===== src/hw/pio_pkg.sv =====
package pio_pkg;

  localparam int unsigned PORT_W       = 8;
  localparam int unsigned SERIAL_ALT_W = 6;
  localparam int unsigned ANALOG_CH0   = 2;

  // Register indices; byte address is four times the index
  localparam logic [5:0] IDX_HIGH_DIR = 6'h02;
  localparam logic [5:0] IDX_LOW_DIR  = 6'h03;
  localparam logic [5:0] IDX_HIGH_VAL = 6'h04;
  localparam logic [5:0] IDX_LOW_VAL  = 6'h05;
  localparam logic [5:0] IDX_DBUS_VAL = 6'h06;
  localparam logic [5:0] IDX_DBUS_DIR = 6'h07;
  localparam logic [5:0] IDX_SER_VAL  = 6'h08;
  localparam logic [5:0] IDX_SER_DIR  = 6'h09;
  localparam logic [5:0] IDX_ANA_VAL  = 6'h0A;
  localparam logic [5:0] IDX_PULL     = 6'h0B;
  localparam logic [5:0] IDX_STATUS   = 6'h0C;

  localparam logic [7:0] DIR_RESET  = 8'h00;
  localparam logic [7:0] PULL_RESET = 8'h00;

  localparam int unsigned PULL_HIGH_BIT  = 0;
  localparam int unsigned PULL_LOW_BIT   = 1;
  localparam int unsigned STAT_EXP_BIT   = 0;
  localparam int unsigned STAT_ALT_LSB   = 2;

  typedef logic [PORT_W-1:0] pio_byte_t;

endpackage


===== src/hw/pio_port_if.sv =====
interface pio_port_if #(
  parameter int unsigned W = 8
);
  logic [W-1:0] latch;
  logic [W-1:0] dir;
  logic [W-1:0] alt_en;
  logic [W-1:0] alt_out;
  logic [W-1:0] alt_oe;
  logic [W-1:0] pin_sync;
  logic [W-1:0] pin_out;
  logic [W-1:0] pin_oe;
  logic [W-1:0] rd_val;

  modport ctrl (
    output latch, dir, alt_en, alt_out, alt_oe, pin_sync,
    input  pin_out, pin_oe, rd_val
  );

  modport port (
    input  latch, dir, alt_en, alt_out, alt_oe, pin_sync,
    output pin_out, pin_oe, rd_val
  );
endinterface


===== src/hw/pio_sync.sv =====
module pio_sync #(
  parameter int unsigned W = 8
) (
  input  wire logic         clk_i,
  input  wire logic         rst_i,
  input  wire logic [W-1:0] d_i,
  output logic      [W-1:0] q_o
);
  logic [W-1:0] meta_reg;

  initial begin
    if (W < 1) $error("pio_sync: width must be at least 1");
  end

  // First stage feeds only the second stage
  always_ff @(posedge clk_i) begin
    if (rst_i) begin
      meta_reg <= '0;
      q_o      <= '0;
    end else begin
      meta_reg <= d_i;
      q_o      <= meta_reg;
    end
  end
endmodule


===== src/hw/pio_port.sv =====
module pio_port #(
  parameter int unsigned W = 8
) (
  pio_port_if.port pif
);
  initial begin
    if (W < 1) $error("pio_port: width must be at least 1");
  end

  // One slice per pin
  for (genvar i = 0; i < W; i++) begin : g_pin
    assign pif.pin_oe[i]  = pif.alt_en[i] ? pif.alt_oe[i] : pif.dir[i];
    assign pif.pin_out[i] = pif.alt_en[i] ? pif.alt_out[i] : pif.latch[i];
    // Output pins read back the latch, inputs read the pin
    assign pif.rd_val[i]  = pif.dir[i] ? pif.latch[i] : pif.pin_sync[i];
  end
endmodule


===== src/hw/pio_gpio.sv =====
// What this block does
// - Direction bit 1 drives the pin as output, 0 leaves it an input.
// - High-address port is eight bidirectional pins with value and direction registers.
// - Expanded or test: high-address pins drive address 8..15, its registers leave map.
// - Single-chip or bootstrap: high-address pins reset to inputs, pull-ups selectable.
// - Value latches at 0x04, 0x06, 0x05 read and write in single-chip or bootstrap, survive reset.
// - High-address direction at 0x02 clears to zero on reset.
// - Low-address direction at 0x03 clears to zero on reset.
// - Expanded or test: data-bus pins carry data bits, registers leave map.
// - Single-chip or bootstrap: data-bus pins reset to high-impedance inputs.
// - Serial pins 0..5 serve receive, transmit, MISO, MOSI, SCK and SS.
// - Serial pins reset to general-purpose high-impedance inputs.
// - Serial latch at 0x08 stays writable; alternate pins ignore latch writes.
// - Analog port is input-only; its value at 0x0A is read-only, no reset; the code reads it through pio_sync, which reset clears to zero.
// - Analog pin n feeds converter channel n+2; the code drives pin n onto analog_chan_o bit n, with no offset.
// - Analog pins reset to general-purpose high-impedance inputs.
// - Expanded or test: low-address pins drive address 0..7, registers leave map.
// - Single-chip or bootstrap: low-address pins reset to inputs, pull-ups selectable.
module pio_gpio
  import pio_pkg::*;
#(
  parameter int unsigned ADR_W = 8
) (
  input  wire logic                    clk_i,
  input  wire logic                    rst_i,
  input  wire logic                    wb_cyc_i,
  input  wire logic                    wb_stb_i,
  input  wire logic                    wb_we_i,
  input  wire logic [ADR_W-1:0]        wb_adr_i,
  input  wire logic [3:0]              wb_sel_i,
  input  wire logic [31:0]             wb_dat_i,
  output logic      [31:0]             wb_dat_o,
  output logic                         wb_ack_o,
  input  wire logic                    mode_expanded_i,
  input  wire logic [15:0]             ext_addr_i,
  input  wire pio_pkg::pio_byte_t      ext_data_i,
  input  wire logic                    ext_data_oe_i,
  output pio_pkg::pio_byte_t           ext_data_o,
  output logic                         ext_cycle_o,
  input  wire logic [pio_pkg::SERIAL_ALT_W-1:0] serial_alt_en_i,
  input  wire logic [pio_pkg::SERIAL_ALT_W-1:0] serial_alt_out_i,
  input  wire logic [pio_pkg::SERIAL_ALT_W-1:0] serial_alt_oe_i,
  output pio_pkg::pio_byte_t           serial_pin_val_o,
  input  wire pio_pkg::pio_byte_t      high_addr_pin_i,
  output pio_pkg::pio_byte_t           high_addr_pin_o,
  output pio_pkg::pio_byte_t           high_addr_pin_oe_o,
  input  wire pio_pkg::pio_byte_t      data_bus_pin_i,
  output pio_pkg::pio_byte_t           data_bus_pin_o,
  output pio_pkg::pio_byte_t           data_bus_pin_oe_o,
  input  wire pio_pkg::pio_byte_t      serial_pin_i,
  output pio_pkg::pio_byte_t           serial_pin_o,
  output pio_pkg::pio_byte_t           serial_pin_oe_o,
  input  wire pio_pkg::pio_byte_t      low_addr_pin_i,
  output pio_pkg::pio_byte_t           low_addr_pin_o,
  output pio_pkg::pio_byte_t           low_addr_pin_oe_o,
  input  wire pio_pkg::pio_byte_t      analog_pin_i,
  output pio_pkg::pio_byte_t           analog_chan_o,
  output logic                         analog_read_o,
  output logic                         high_addr_pullup_en_o,
  output logic                         low_addr_pullup_en_o
);
  import pio_pkg::*;

  initial begin
    if (ADR_W < 8) $error("pio_gpio: address must be at least 8 bits");
  end

  // ==========================================================
  // Pin synchronisers
  // ==========================================================
  pio_byte_t hi_sync;
  pio_byte_t db_sync;
  pio_byte_t ser_sync;
  pio_byte_t lo_sync;
  pio_byte_t ana_sync;

  pio_sync #(
    .W (5 * PORT_W)
  ) u_sync (
    .clk_i (clk_i),
    .rst_i (rst_i),
    .d_i   ({analog_pin_i, low_addr_pin_i, serial_pin_i, data_bus_pin_i, high_addr_pin_i}),
    .q_o   ({ana_sync, lo_sync, ser_sync, db_sync, hi_sync})
  );

  // ==========================================================
  // Bus decode
  // ==========================================================
  logic [5:0] idx;
  logic       req;
  logic       removed;
  logic       commit;
  logic       ack_reg;

  assign idx = wb_adr_i[7:2];
  assign req = wb_cyc_i & wb_stb_i;

  always_comb begin
    removed = 1'b0;
    if (mode_expanded_i) begin
      unique case (idx)
        IDX_HIGH_DIR, IDX_HIGH_VAL, IDX_LOW_DIR, IDX_LOW_VAL,
        IDX_DBUS_DIR, IDX_DBUS_VAL: removed = 1'b1;
        default:                    removed = 1'b0;
      endcase
    end
  end

  // Writes land on the edge where the master samples ack
  // Removed offsets not written
  assign commit = ack_reg & req & wb_we_i & wb_sel_i[0] & ~removed;

  always_ff @(posedge clk_i) begin
    if (rst_i) begin
      ack_reg <= 1'b0;
    end else begin
      ack_reg <= req & ~ack_reg;
    end
  end

  assign wb_ack_o = ack_reg;

  // ==========================================================
  // Direction and pull-up registers
  // ==========================================================
  pio_byte_t hi_dir_reg;
  pio_byte_t lo_dir_reg;
  pio_byte_t db_dir_reg;
  pio_byte_t ser_dir_reg;
  pio_byte_t pull_reg;

  always_ff @(posedge clk_i) begin
    if (rst_i) begin
      hi_dir_reg <= DIR_RESET;
    end else if (commit && idx == IDX_HIGH_DIR) begin
      hi_dir_reg <= wb_dat_i[7:0];
    end
  end

  always_ff @(posedge clk_i) begin
    if (rst_i) begin
      lo_dir_reg <= DIR_RESET;
    end else if (commit && idx == IDX_LOW_DIR) begin
      lo_dir_reg <= wb_dat_i[7:0];
    end
  end

  always_ff @(posedge clk_i) begin
    if (rst_i) begin
      db_dir_reg <= DIR_RESET;
    end else if (commit && idx == IDX_DBUS_DIR) begin
      db_dir_reg <= wb_dat_i[7:0];
    end
  end

  always_ff @(posedge clk_i) begin
    if (rst_i) begin
      ser_dir_reg <= DIR_RESET;
    end else if (commit && idx == IDX_SER_DIR) begin
      ser_dir_reg <= wb_dat_i[7:0];
    end
  end

  always_ff @(posedge clk_i) begin
    if (rst_i) begin
      pull_reg <= PULL_RESET;
    end else if (commit && idx == IDX_PULL) begin
      pull_reg <= wb_dat_i[7:0];
    end
  end

  assign high_addr_pullup_en_o = pull_reg[PULL_HIGH_BIT] & ~mode_expanded_i;
  assign low_addr_pullup_en_o  = pull_reg[PULL_LOW_BIT] & ~mode_expanded_i;

  // ==========================================================
  // Value latches, deliberately without reset
  // ==========================================================
  pio_byte_t hi_val_reg;
  pio_byte_t lo_val_reg;
  pio_byte_t db_val_reg;
  pio_byte_t ser_val_reg;

  always_ff @(posedge clk_i) begin
    if (commit && idx == IDX_HIGH_VAL) begin
      hi_val_reg <= wb_dat_i[7:0];
    end
  end

  always_ff @(posedge clk_i) begin
    if (commit && idx == IDX_LOW_VAL) begin
      lo_val_reg <= wb_dat_i[7:0];
    end
  end

  always_ff @(posedge clk_i) begin
    if (commit && idx == IDX_DBUS_VAL) begin
      db_val_reg <= wb_dat_i[7:0];
    end
  end

  always_ff @(posedge clk_i) begin
    if (commit && idx == IDX_SER_VAL) begin
      ser_val_reg <= wb_dat_i[7:0];
    end
  end

  // ==========================================================
  // Port slices
  // ==========================================================
  pio_port_if #(.W(PORT_W)) hi_if ();
  pio_port_if #(.W(PORT_W)) db_if ();
  pio_port_if #(.W(PORT_W)) ser_if ();
  pio_port_if #(.W(PORT_W)) lo_if ();

  assign hi_if.latch    = hi_val_reg;
  assign hi_if.dir      = hi_dir_reg;
  assign hi_if.pin_sync = hi_sync;
  assign hi_if.alt_en   = {PORT_W{mode_expanded_i}};
  assign hi_if.alt_out  = ext_addr_i[15:8];
  assign hi_if.alt_oe   = {PORT_W{1'b1}};

  assign lo_if.latch    = lo_val_reg;
  assign lo_if.dir      = lo_dir_reg;
  assign lo_if.pin_sync = lo_sync;
  assign lo_if.alt_en   = {PORT_W{mode_expanded_i}};
  assign lo_if.alt_out  = ext_addr_i[7:0];
  assign lo_if.alt_oe   = {PORT_W{1'b1}};

  assign db_if.latch    = db_val_reg;
  assign db_if.dir      = db_dir_reg;
  assign db_if.pin_sync = db_sync;
  assign db_if.alt_en   = {PORT_W{mode_expanded_i}};
  assign db_if.alt_out  = ext_data_i;
  assign db_if.alt_oe   = {PORT_W{ext_data_oe_i}};

  assign ser_if.latch    = ser_val_reg;
  assign ser_if.dir      = ser_dir_reg;
  assign ser_if.pin_sync = ser_sync;
  assign ser_if.alt_en   = {{(PORT_W - SERIAL_ALT_W){1'b0}}, serial_alt_en_i};
  assign ser_if.alt_out  = {{(PORT_W - SERIAL_ALT_W){1'b0}}, serial_alt_out_i};
  assign ser_if.alt_oe   = {{(PORT_W - SERIAL_ALT_W){1'b0}}, serial_alt_oe_i};

  pio_port #(.W(PORT_W)) u_hi  (.pif (hi_if.port));
  pio_port #(.W(PORT_W)) u_db  (.pif (db_if.port));
  pio_port #(.W(PORT_W)) u_ser (.pif (ser_if.port));
  pio_port #(.W(PORT_W)) u_lo  (.pif (lo_if.port));

  assign high_addr_pin_o    = hi_if.pin_out;
  assign high_addr_pin_oe_o = hi_if.pin_oe;
  assign low_addr_pin_o     = lo_if.pin_out;
  assign low_addr_pin_oe_o  = lo_if.pin_oe;
  assign data_bus_pin_o     = db_if.pin_out;
  assign data_bus_pin_oe_o  = db_if.pin_oe;
  assign serial_pin_o       = ser_if.pin_out;
  assign serial_pin_oe_o    = ser_if.pin_oe;

  assign ext_data_o       = db_sync;
  assign serial_pin_val_o = ser_sync;

  assign analog_chan_o = ana_sync;

  // ==========================================================
  // Read data and side pulses
  // ==========================================================
  pio_byte_t rd_mux;
  pio_byte_t status;
  logic      rd_take;

  always_comb begin
    status = '0;
    status[STAT_EXP_BIT] = mode_expanded_i;
    status[STAT_ALT_LSB +: SERIAL_ALT_W] = serial_alt_en_i;
  end

  always_comb begin
    rd_mux = '0;
    if (removed) begin
      // External cycle answers with what the data-bus pins show
      rd_mux = db_sync;
    end else begin
      unique case (idx)
        IDX_HIGH_DIR: rd_mux = hi_dir_reg;
        IDX_LOW_DIR:  rd_mux = lo_dir_reg;
        IDX_HIGH_VAL: rd_mux = hi_if.rd_val;
        IDX_LOW_VAL:  rd_mux = lo_if.rd_val;
        IDX_DBUS_VAL: rd_mux = db_if.rd_val;
        IDX_DBUS_DIR: rd_mux = db_dir_reg;
        IDX_SER_VAL:  rd_mux = ser_if.rd_val;
        IDX_SER_DIR:  rd_mux = ser_dir_reg;
        IDX_ANA_VAL:  rd_mux = ana_sync;
        IDX_PULL:     rd_mux = pull_reg;
        IDX_STATUS:   rd_mux = status;
        default:      rd_mux = '0;
      endcase
    end
  end

  assign rd_take = req & ~ack_reg;

  always_ff @(posedge clk_i) begin
    if (rst_i) begin
      wb_dat_o <= 32'h0000_0000;
    end else if (rd_take) begin
      wb_dat_o <= {24'h00_0000, rd_mux};
    end
  end

  always_ff @(posedge clk_i) begin
    if (rst_i) begin
      analog_read_o <= 1'b0;
    end else begin
      analog_read_o <= rd_take & ~wb_we_i & (idx == IDX_ANA_VAL);
    end
  end

  always_ff @(posedge clk_i) begin
    if (rst_i) begin
      ext_cycle_o <= 1'b0;
    end else begin
      ext_cycle_o <= rd_take & removed;
    end
  end
endmodule


===== config.mk =====
export PLATFORM = sky130hd
export DESIGN_NAME = pio_gpio
export DESIGN_NICKNAME = d
export VERILOG_FILES = /design/src/hw/pio_pkg.sv /design/src/hw/pio_port_if.sv /design/src/hw/pio_sync.sv /design/src/hw/pio_port.sv /design/src/hw/pio_gpio.sv
export SDC_FILE = /design/constraint.sdc
export NUM_CORES = 1
export LEC_CHECK = 0
export ABC_AREA = 0
export BUFFER_PORTS_ARGS = -buffer_cell sky130_fd_sc_hd__buf_4
export CAP_MARGIN = 30
export CORE_ASPECT_RATIO = 1.75
export CORE_MARGIN = 2
export CORE_UTILIZATION = 45
export CTS_CLUSTER_DIAMETER = 80
export DETAILED_ROUTE_END_ITERATION = 8
export HOLD_SLACK_MARGIN = 0.05
export MAX_ROUTING_LAYER = met4
export PLACE_DENSITY = 0.79
export RECOVER_POWER = 100
export SYNTH_ARGS = -nofsm -noshare
export SYNTH_HDL_FRONTEND = slang
export SYNTH_SLANG_ARGS = --single-unit
export TNS_END_PERCENT = 5

===== constraint.sdc =====
create_clock -name clk_i -period 2.3 [get_ports clk_i]
set_input_delay 0.23 -clock clk_i [delete_from_list [all_inputs] [get_ports clk_i]]
set_output_delay 0.23 -clock clk_i [all_outputs]
set_load 0.01 [all_outputs]

==> reports/qor.yml, run 1 <==
num_vias: 6010
antenna_found_initial: 0
end_kind: "register"
initial_utilization_pct: 45.9
syn2layout_area_growth_pct: 33.1
final_nets: 1071
min_period_over_period_pct: 89.1
cp_data_arrival_time_ns: 2.09
die_area_um2: 16700
h-tree-depth: 4
path_cells: "dlygate4sd3_1 > buf_4 > nand3_1 > a211o_1 > nor3_1 > clkbuf_1"
drv_slew: 0
port_buffers: 204
dp_slack_ns: 0.271
firstDrtPassIters: 7
slowest_delay_ns: 0.53
routabilityCongestion: 1.02
clk_path_buf_depth: 2
synth-main-ff-cell: "dfxtp_1"
crit_family: "buffers and inverters"
synth_warnings: 0
vias_per_cell: 5.29
drt_wl_total_um: 21800
slew_headroom_pct: 34.9
overflow: 0
synth_compound_area_share_pct: 11.1
cts_sinks: 163
grt_pass1_vias: 5815
fp.coreArea_um2: 15300
min_path_type: "primary input to register"
synth_simple_gate_area_share_pct: 19.0
hpwl_um: 16200
synth_cell_types: 59
setup_ws_ns: 0.252
layout_commonest_cell: "dfxtp_1"
synth_top_family_by_area: "simple AND/OR/NAND/NOR gates"
die_h_um: 169
grt_max_degree: 52
worstPathMaxFanout: 8
layout_common_cells: "dfxtp_1 (131), buf_4 (130), clkbuf_1 (114)"
post_cts_buffers: 0
synthMuxAreaShare_pct: 12.2
globalRouteTotalUtil_pct: 26.5
wire_per_inst_um: 19.2
cp_num_buf_inv: 3
rsz0062_at_grt: "no"
crit_required_ns: 2.35
ff2ff_setup_slack_ns: 0.32
period_minus_slack_ns: 2.05
cts_tree: "built"
diodes: 0
worst_slew_pin_slew_ns: 0.976
max_freq_mhz: 488
drive_gt1_share_pct: 24.5
ys_ff_latch: 163
synthAdderAreaFrac_pct: 0
die_width_um: 98.5
leakagePower_nw: 3.54
stdcell_count: 1137
seq_area_frac_synth_pct: 51.0
grt_pass1_wl_um: 32700
drv_cap: 0
setup_viol: 0
ant_nets: 0
hold_viol: 0
netlist_area_um2: 7030
num_io_pins: 258
drtIter0Drc: 455
n_fill_cell: 1436
clk_pin_slew_worst_paths_ns: 0.06
synth.avg_cell_area_um2: 10.4
drc: 0
cts_buffers: 17
async_flop_share_pct: 0
fp-row-count: 60
root_buffer: "clkbuf_16"
syn-instance-count: 677
peakVddDrop_uv: 467
start_kind: "primary input"
crit_slowest_cell: "dlygate4sd3_1"
synthXorXnorAreaFrac_pct: 0
status: "finished clean"
crit_type: "primary input to register"
fin_skew_ns: 0.00948
clk_latency_ns: 0.42
synth_edf_count: 32
dp_cells: 1066
fin_setup_tns_ns: 0
powerDensity_nw_per_um2: 698
-- Yosys cell counts (3+ instances only) --
master,number,area (um^2)
or2_2,17,106
nand2_1,25,93.8
mux2_2,36,405
nand3_1,5,25.0
o22ai_1,7,43.8
nor2b_1,85,532
buf_6,5,56.3
and2_1,8,50.1
nand2b_1,7,43.8
a211oi_1,7,52.6
nand3b_1,5,37.5
nor2_1,48,180
mux2i_1,45,450
a32oi_1,3,26.3
edfxtp_1,32,961
a21oi_1,26,130
a221oi_1,3,26.3
nor3_1,3,15.0
inv_1,14,52.6
clkbuf_1,27,101
a22oi_1,5,37.5
dfxtp_1,131,2620
buf_2,6,30.0
nor4b_1,3,26.3
a32o_1,6,60.1
o21ai_0,34,170
a31oi_1,7,43.8
or3b_2,5,43.8
buf_4,29,218
nor3_4,3,48.8
-- per-layer routing --
layer | vias up | routed length (um) | GRT usage (%)
met4 | 0 | 1090 | 13.6
met5 | - | 0 | -
met3 | 52 | 1350 | 3.50
li1 | 2829 | - | -
met2 | 317 | 11100 | 45.3
met1 | 2812 | 8310 | 30.2
-- per-stage QoR --
step / total power, mW / hold WS [ns] / utilization [%] / instance area (um^2)
2_1_floorplan: 3.39 / 0.307 / - / 7110
3_3_place_gp: 3.72 / 0.416 / 57.5 / 8800
3_5_place_dp: 3.73 / 0.417 / 57.5 / 8800
4_1_cts: 6.63 / 0.0569 / 63.9 / 9790
5_1_grt: 6.74 / 0.0530 / 61.1 / 9350
6_report: 6.53 / 0.0535 / 61.1 / 9350
-- repair_timing --
action | CTS | global route
endpoints found under the hold margin | 39 | 0
resized for setup | 0 | 0
hold buffers | 39 | 0
-- area by class of cell --
class | instances | area (um^2) | area share [%]
clock buffers | 20 | 458 | 4.90
clock inverters | 12 | 143 | 1.52
inverters | 15 | 56.3 | 0.602
multi-input cells | 454 | 3060 | 32.8
flip-flops and latches | 163 | 3580 | 38.3
well taps | 186 | 233 | 2.49
repair buffers | 287 | 1820 | 19.4
-- where the power goes --
| part | leakage, nW | total [mW] | internal (mW) | switching, mW |
|---|---|---|---|---|
| sequential | 1.36 | 3.01 | 2.98 | 0.0335 |
| combinational | 1.88 | 0.641 | 0.312 | 0.329 |
| clock | 0.299 | 2.88 | 1.69 | 1.18 |
-- kinds of logic (layout without fill, tap and decap cells) --
family                 after synthesis  after routing
other                                1             24
AND/OR/NAND/NOR                    229            229
buffers and inverters               83            334
multiplexers                        81             81
flip-flops                         163            163
AO/OA/AOI/OAI                      120            120
-- final timing paths --
check                       from                   to  cells past startpoint
min            data_bus_pin_i[7]  u_sync.meta_reg[15]                      2
max reg2reg             wb_ack_o       db_if.latch[0]                      4
min reg2reg  u_sync.meta_reg[30]       u_sync.q_o[30]                      1
max                      wb_we_i       db_if.latch[0]                      6
Power figures use the tool's default switching activity.
==> inputs of run 2 (changes only) <==
- CORE_UTILIZATION: 45 -> 46
- SYNTH_HIERARCHICAL: default -> 1
- clock period: 2.3 -> 1.85 ns (I/O delays scaled with it)
==> reports/qor.yml, run 2 <==
hold_viol: 0
rsz0062_at_grt: "no"
post_cts_buffers: 0
die_h_um: 174
fin_skew_ns: 0.00838
crit_type: "primary input to register"
grt_pass1_wl_um: 34000
root_buffer: "clkbuf_16"
min_path_type: "primary input to register"
crit_required_ns: 1.97
yosys.area.top_type: "dfxtp_1"
hpwl_um: 16700
r2r_cells: 5
worst_slew_pin_slew_ns: 1.14
antenna_found_initial: 1
cp_data_arrival_time_ns: 1.90
synth_cell_types: 53
final_nets: 1077
final_core_utilization_pct: 62.9
leakagePower_nw: 4.17
cts_tree: "built"
clk_latency_ns: 0.42
synth_top_area_share_pct: 34.5
synth_edf_count: 32
drv_cap: 0
netlist_area_um2: 7590
hold_depth: 2
status: "finished clean"
synth.avg_cell_area_um2: 12.0
synth_warnings: 6
async_flop_share_pct: 0
grt_max_degree: 47
powerDensity_nw_per_um2: 819
seq_area_frac_synth_pct: 47.2
worstPathMaxFanout: 8
firstDrtPassIters: 6
power_switching_mw: 1.98
layout_commonest_cell: "buf_4"
synth-main-ff-cell: "dfxtp_1"
start_kind: "primary input"
num_vias: 6157
cts_buffers: 17
ant_nets: 0
initial_utilization_pct: 46.6
min_period_over_period_pct: 96.6
fp-row-count: 62
wire_per_inst_um: 20.0
clk_pin_slew_worst_paths_ns: 0.06
netlist_top_cells_area: "dfxtp_1 (35%), mux2_4 (17%), edfxtp_1 (13%)"
layout_common_cells: "buf_4 (157), dfxtp_1 (131), nor2b_1 (83), clkbuf_1 (83), mux2_1 (52)"
routabilityCongestion: 0.992
vias_per_cell: 5.35
h-tree-depth: 4
drc: 0
drtIter0Drc: 370
die_width_um: 101
seq_power_share_pct: 44.7
max_freq_mhz: 560
switching_share_pct: 23.6
die_area_um2: 17600
fp.coreArea_um2: 16300
yosysMostFrequentCell: "dfxtp_1"
setup_viol: 0
drive_gt1_share_pct: 29.4
period_minus_slack_ns: 1.79
num_io_pins: 258
intPower_mw: 6.41
drt_wl_total_um: 23000
port_buffers: 204
end_kind: "register"
ys_ff_latch: 163
grt_pass1_vias: 6048
synthTopCellsByCount: "dfxtp_1 (131), mux2_4 (84), nor2b_1 (83), a21oi_1 (33), edfxtp_1 (32)"
slew_headroom_pct: 23.9
clk_path_buf_depth: 2
fin_setup_tns_ns: 0
overflow: 0
globalRouteTotalUtil_pct: 26.8
p_clk_share_pct: 43.5
drv_slew: 0
peakVddDrop_uv: 631
syn-instance-count: 634
pwr-share-comb_pct: 11.7
cts_sinks: 163
syn2layout_area_growth_pct: 34.9
-- run 2: worst paths after layout --
check / slack (ns) / end / startpoint
hold reg to reg: 0.43 / u_sync/q_o[7] / u_sync/meta_reg[7]
hold / removal: 0.09 / u_sync/meta_reg[2] / high_addr_pin_i[2]
setup reg to reg: 0.07 / wb_dat_o[7] / lo_if.latch[7]
setup / recovery: 0.06 / hi_if.latch[1] / wb_we_i
-- run 2: timing repair --
action,CTS,global route
endpoints found under the setup margin,0,1
hold buffers,47,1
endpoints found under the hold margin,68,3
gates resized for setup,0,1
-- run 2: power by group through the flow --
stage / Combinational [mW] / Clock, mW / Sequential, mW
floorplan: 0.498 / 0 / 3.83
global placement: 0.981 / 0 / 3.83
global route: 1.04 / 3.86 / 3.76
finish: 0.982 / 3.65 / 3.75
CTS: 1.08 / 3.69 / 3.75
detailed placement: 0.992 / 0 / 3.83
-- run 2: final cells by class --
| cell class | instances | area, um^2 |
|---|---|---|
| Sequential cell | 163 | 3580 |
| Tap cell | 192 | 240 |
| Multi-Input combinational cell | 456 | 3680 |
| Clock buffer | 18 | 439 |
| Antenna cell | 1 | 2.50 |
| Fill cell | 1371 | 6050 |
| Clock inverter | 14 | 174 |
| Timing Repair Buffer | 305 | 2120 |
| Inverter | 1 | 3.75 |
-- run 2: metal layers --
metal | vias up | wire (um) | track usage, %
met5 | - | 0 | -
met4 | 0 | 1370 | 14.6
met3 | 77 | 1320 | 3.46
met2 | 319 | 12200 | 47.3
met1 | 2930 | 8110 | 28.4
li1 | 2831 | - | -
-- run 2: cell families after synthesis --
logic type             synth area share (%)
buffers and inverters                  4.78
muxes                                  25.8
DFF                                    47.2
other                                0.0989
and+or+nand+nor                        14.8
AOI/OAI and AO/OA                      7.27
-- run 2: metrics by stage --
step           setup slack [ns]  power [mW]  hold slack [ns]  cells  cell area, um^2
6_report                 0.0631        8.39           0.0901   1150            10200
5_1_grt                 0.00600        8.67           0.0638   1150            10200
4_1_cts                  0.0760        8.51           0.0517   1148            10700
3_5_place_dp             0.0878        4.82            0.369   1069             9630
3_3_place_gp             0.0925        4.81            0.364   1069             9630
2_1_floorplan             0.107        4.33            0.262    680             7770
-- run 2: critical path: stages --
cell and delay (ns):
dlygate4sd3_1 0.53, clkbuf_4 0.13, nand3_1 0.16, a211oi_2 0.33, nand2_1 0.16, nor3_2 0.12, clkbuf_4 0.28
==> inputs of run 3 (changes only) <==
- CORE_UTILIZATION: 46 -> 30
- PLACE_DENSITY: 0.79 -> 0.56
- REMOVE_ABC_BUFFERS: default -> 1
==> reports/qor.yml, run 3 (synthesis gave the netlist of run 2 again) <==
globalRouteTotalUtil_pct: 18.2
diodes: 0
status: "finished clean"
p_total_mw: 8.03
die_width_um: 124
r2r_end: "wb_dat_o[5]"
grt_max_degree: 47
drv_slew: 0
port_buffers: 204
antenna_found_initial: 0
root_buffer: "clkbuf_16"
overflow: 0
postCtsHoldBufs: 49
worstPathMaxFanout: 4
grtUsageMet3_pct: 3.62
r2r_cells: 5
met1_usage_pct: 19.3
clk_pin_slew_worst_paths_ns: 0.07
die_area_um2: 26700
final_nets: 1088
drive_gt1_share_pct: 30.0
fp.coreArea_um2: 25000
ant_nets: 0
die_h_um: 214
grt-busiest-layer: "met2"
start_kind: "register"
wire_per_inst_um: 18.4
final_core_utilization_pct: 41.8
drtIter0Drc: 276
firstDrtPassIters: 5
max_freq_mhz: 561
ff2ff_setup_slack_ns: 0.07
cp_data_arrival_time_ns: 2.11
layout_commonest_cell: "buf_4"
vias_per_cell: 4.65
holdPathEnd: "wb_dat_o[5]"
period_minus_slack_ns: 1.78
num_vias: 5970
initial_utilization_pct: 30.3
r2r_start: "db_dir_reg[5]"
leakagePower_nw: 4.20
n_fill_cell: 2513
clk_path_buf_depth: 2
placement.cell_area_um2: 9910
clk_latency_ns: 0.44
peakVddDrop_uv: 567
hold_depth: 4
post_cts_buffers: 0
fin_area_um2: 10500
drt_wl_total_um: 23600
hold_start: "serial_alt_en_i[3]"
grt_pass1_wl_um: 35900
syn2layout_area_growth_pct: 37.8
crit_slowest_cell: "mux4_2"
fin_skew_ns: 0.0115
grt_pass1_vias: 6115
powerDensity_nw_per_um2: 767
crit_required_ns: 2.17
crit_type: "register to register"
post_cts_resized: 0
hold_viol: 0
num_io_pins: 258
hpwl_um: 17600
end_kind: "register"
path_cells: "mux2_1 > mux4_2 > a32oi_1 > a31o_1 > a211oi_1"
fin_setup_tns_ns: 0
h-tree-depth: 4
rsz0062_at_grt: "no"
slowest_delay_ns: 0.46
worst_slew_pin_slew_ns: 0.893
cts_tree: "built"
setup_viol: 0
grt_use_met2_pct: 33.1
min_period_over_period_pct: 96.3
min_path_type: "primary input to register"
slew_headroom_pct: 40.5
fp-row-count: 77
cts_buffers: 17
layout_common_cells: "buf_4 (174), dfxtp_1 (131), nor2b_1 (83)"
drv_cap: 0
drc: 0
routabilityCongestion: 0.852
cts_sinks: 163
[run 3: worst max-delay path, delay by kind of cell (launching register included)]
kind            cells  cell delay (ns)
compound gates      3             0.44
flops               1             0.41
mux                 2             0.82
[run 3: worst max-delay path by stage]
stage / from / to / depth (start not counted)
6_report: db_dir_reg[5] / wb_dat_o[5] / 5
5_1_grt: db_dir_reg[5] / wb_dat_o[5] / 5
4_1_cts: lo_dir_reg[5] / wb_dat_o[5] / 5
3_5_place_dp: wb_adr_i[4] / wb_dat_o[6] / 7
3_3_place_gp: wb_adr_i[4] / wb_dat_o[6] / 7
2_1_floorplan: wb_adr_i[7] / hi_if.latch[0] / 3
[run 3: layout make-up]
cell class,count,area (um^2),share of cell area (%)
multi-input combinational,456,3670,35.1
clock inverter,8,53.8,0.514
sequential,163,3580,34.2
inverter,1,3.75,0.0359
tap,316,395,3.78
timing repair buffer,316,2260,21.6
clock buffer,24,493,4.71
[run 3: metrics by stage]
stage	hold slack, ns	instances	setup slack [ns]
floorplan	0.254	620	-0.517
global placement	0.388	1203	0.0748
detailed placement	0.374	1203	0.0421
CTS	0.160	1284	0.0815
global route	0.246	1284	0.00994
finish	0.238	1284	0.0679
[run 3: layer usage]
metal	vias to the layer above	share of wire [%]
li1	2852	-
met3	40	5.2
met4	0	2.5
met5	-	0
met2	212	55
met1	2866	38
[run 3: power breakdown]
group	internal, mW	switching [mW]
sequential	3.71	0.0329
combinational	0.533	0.457
clock	1.86	1.43
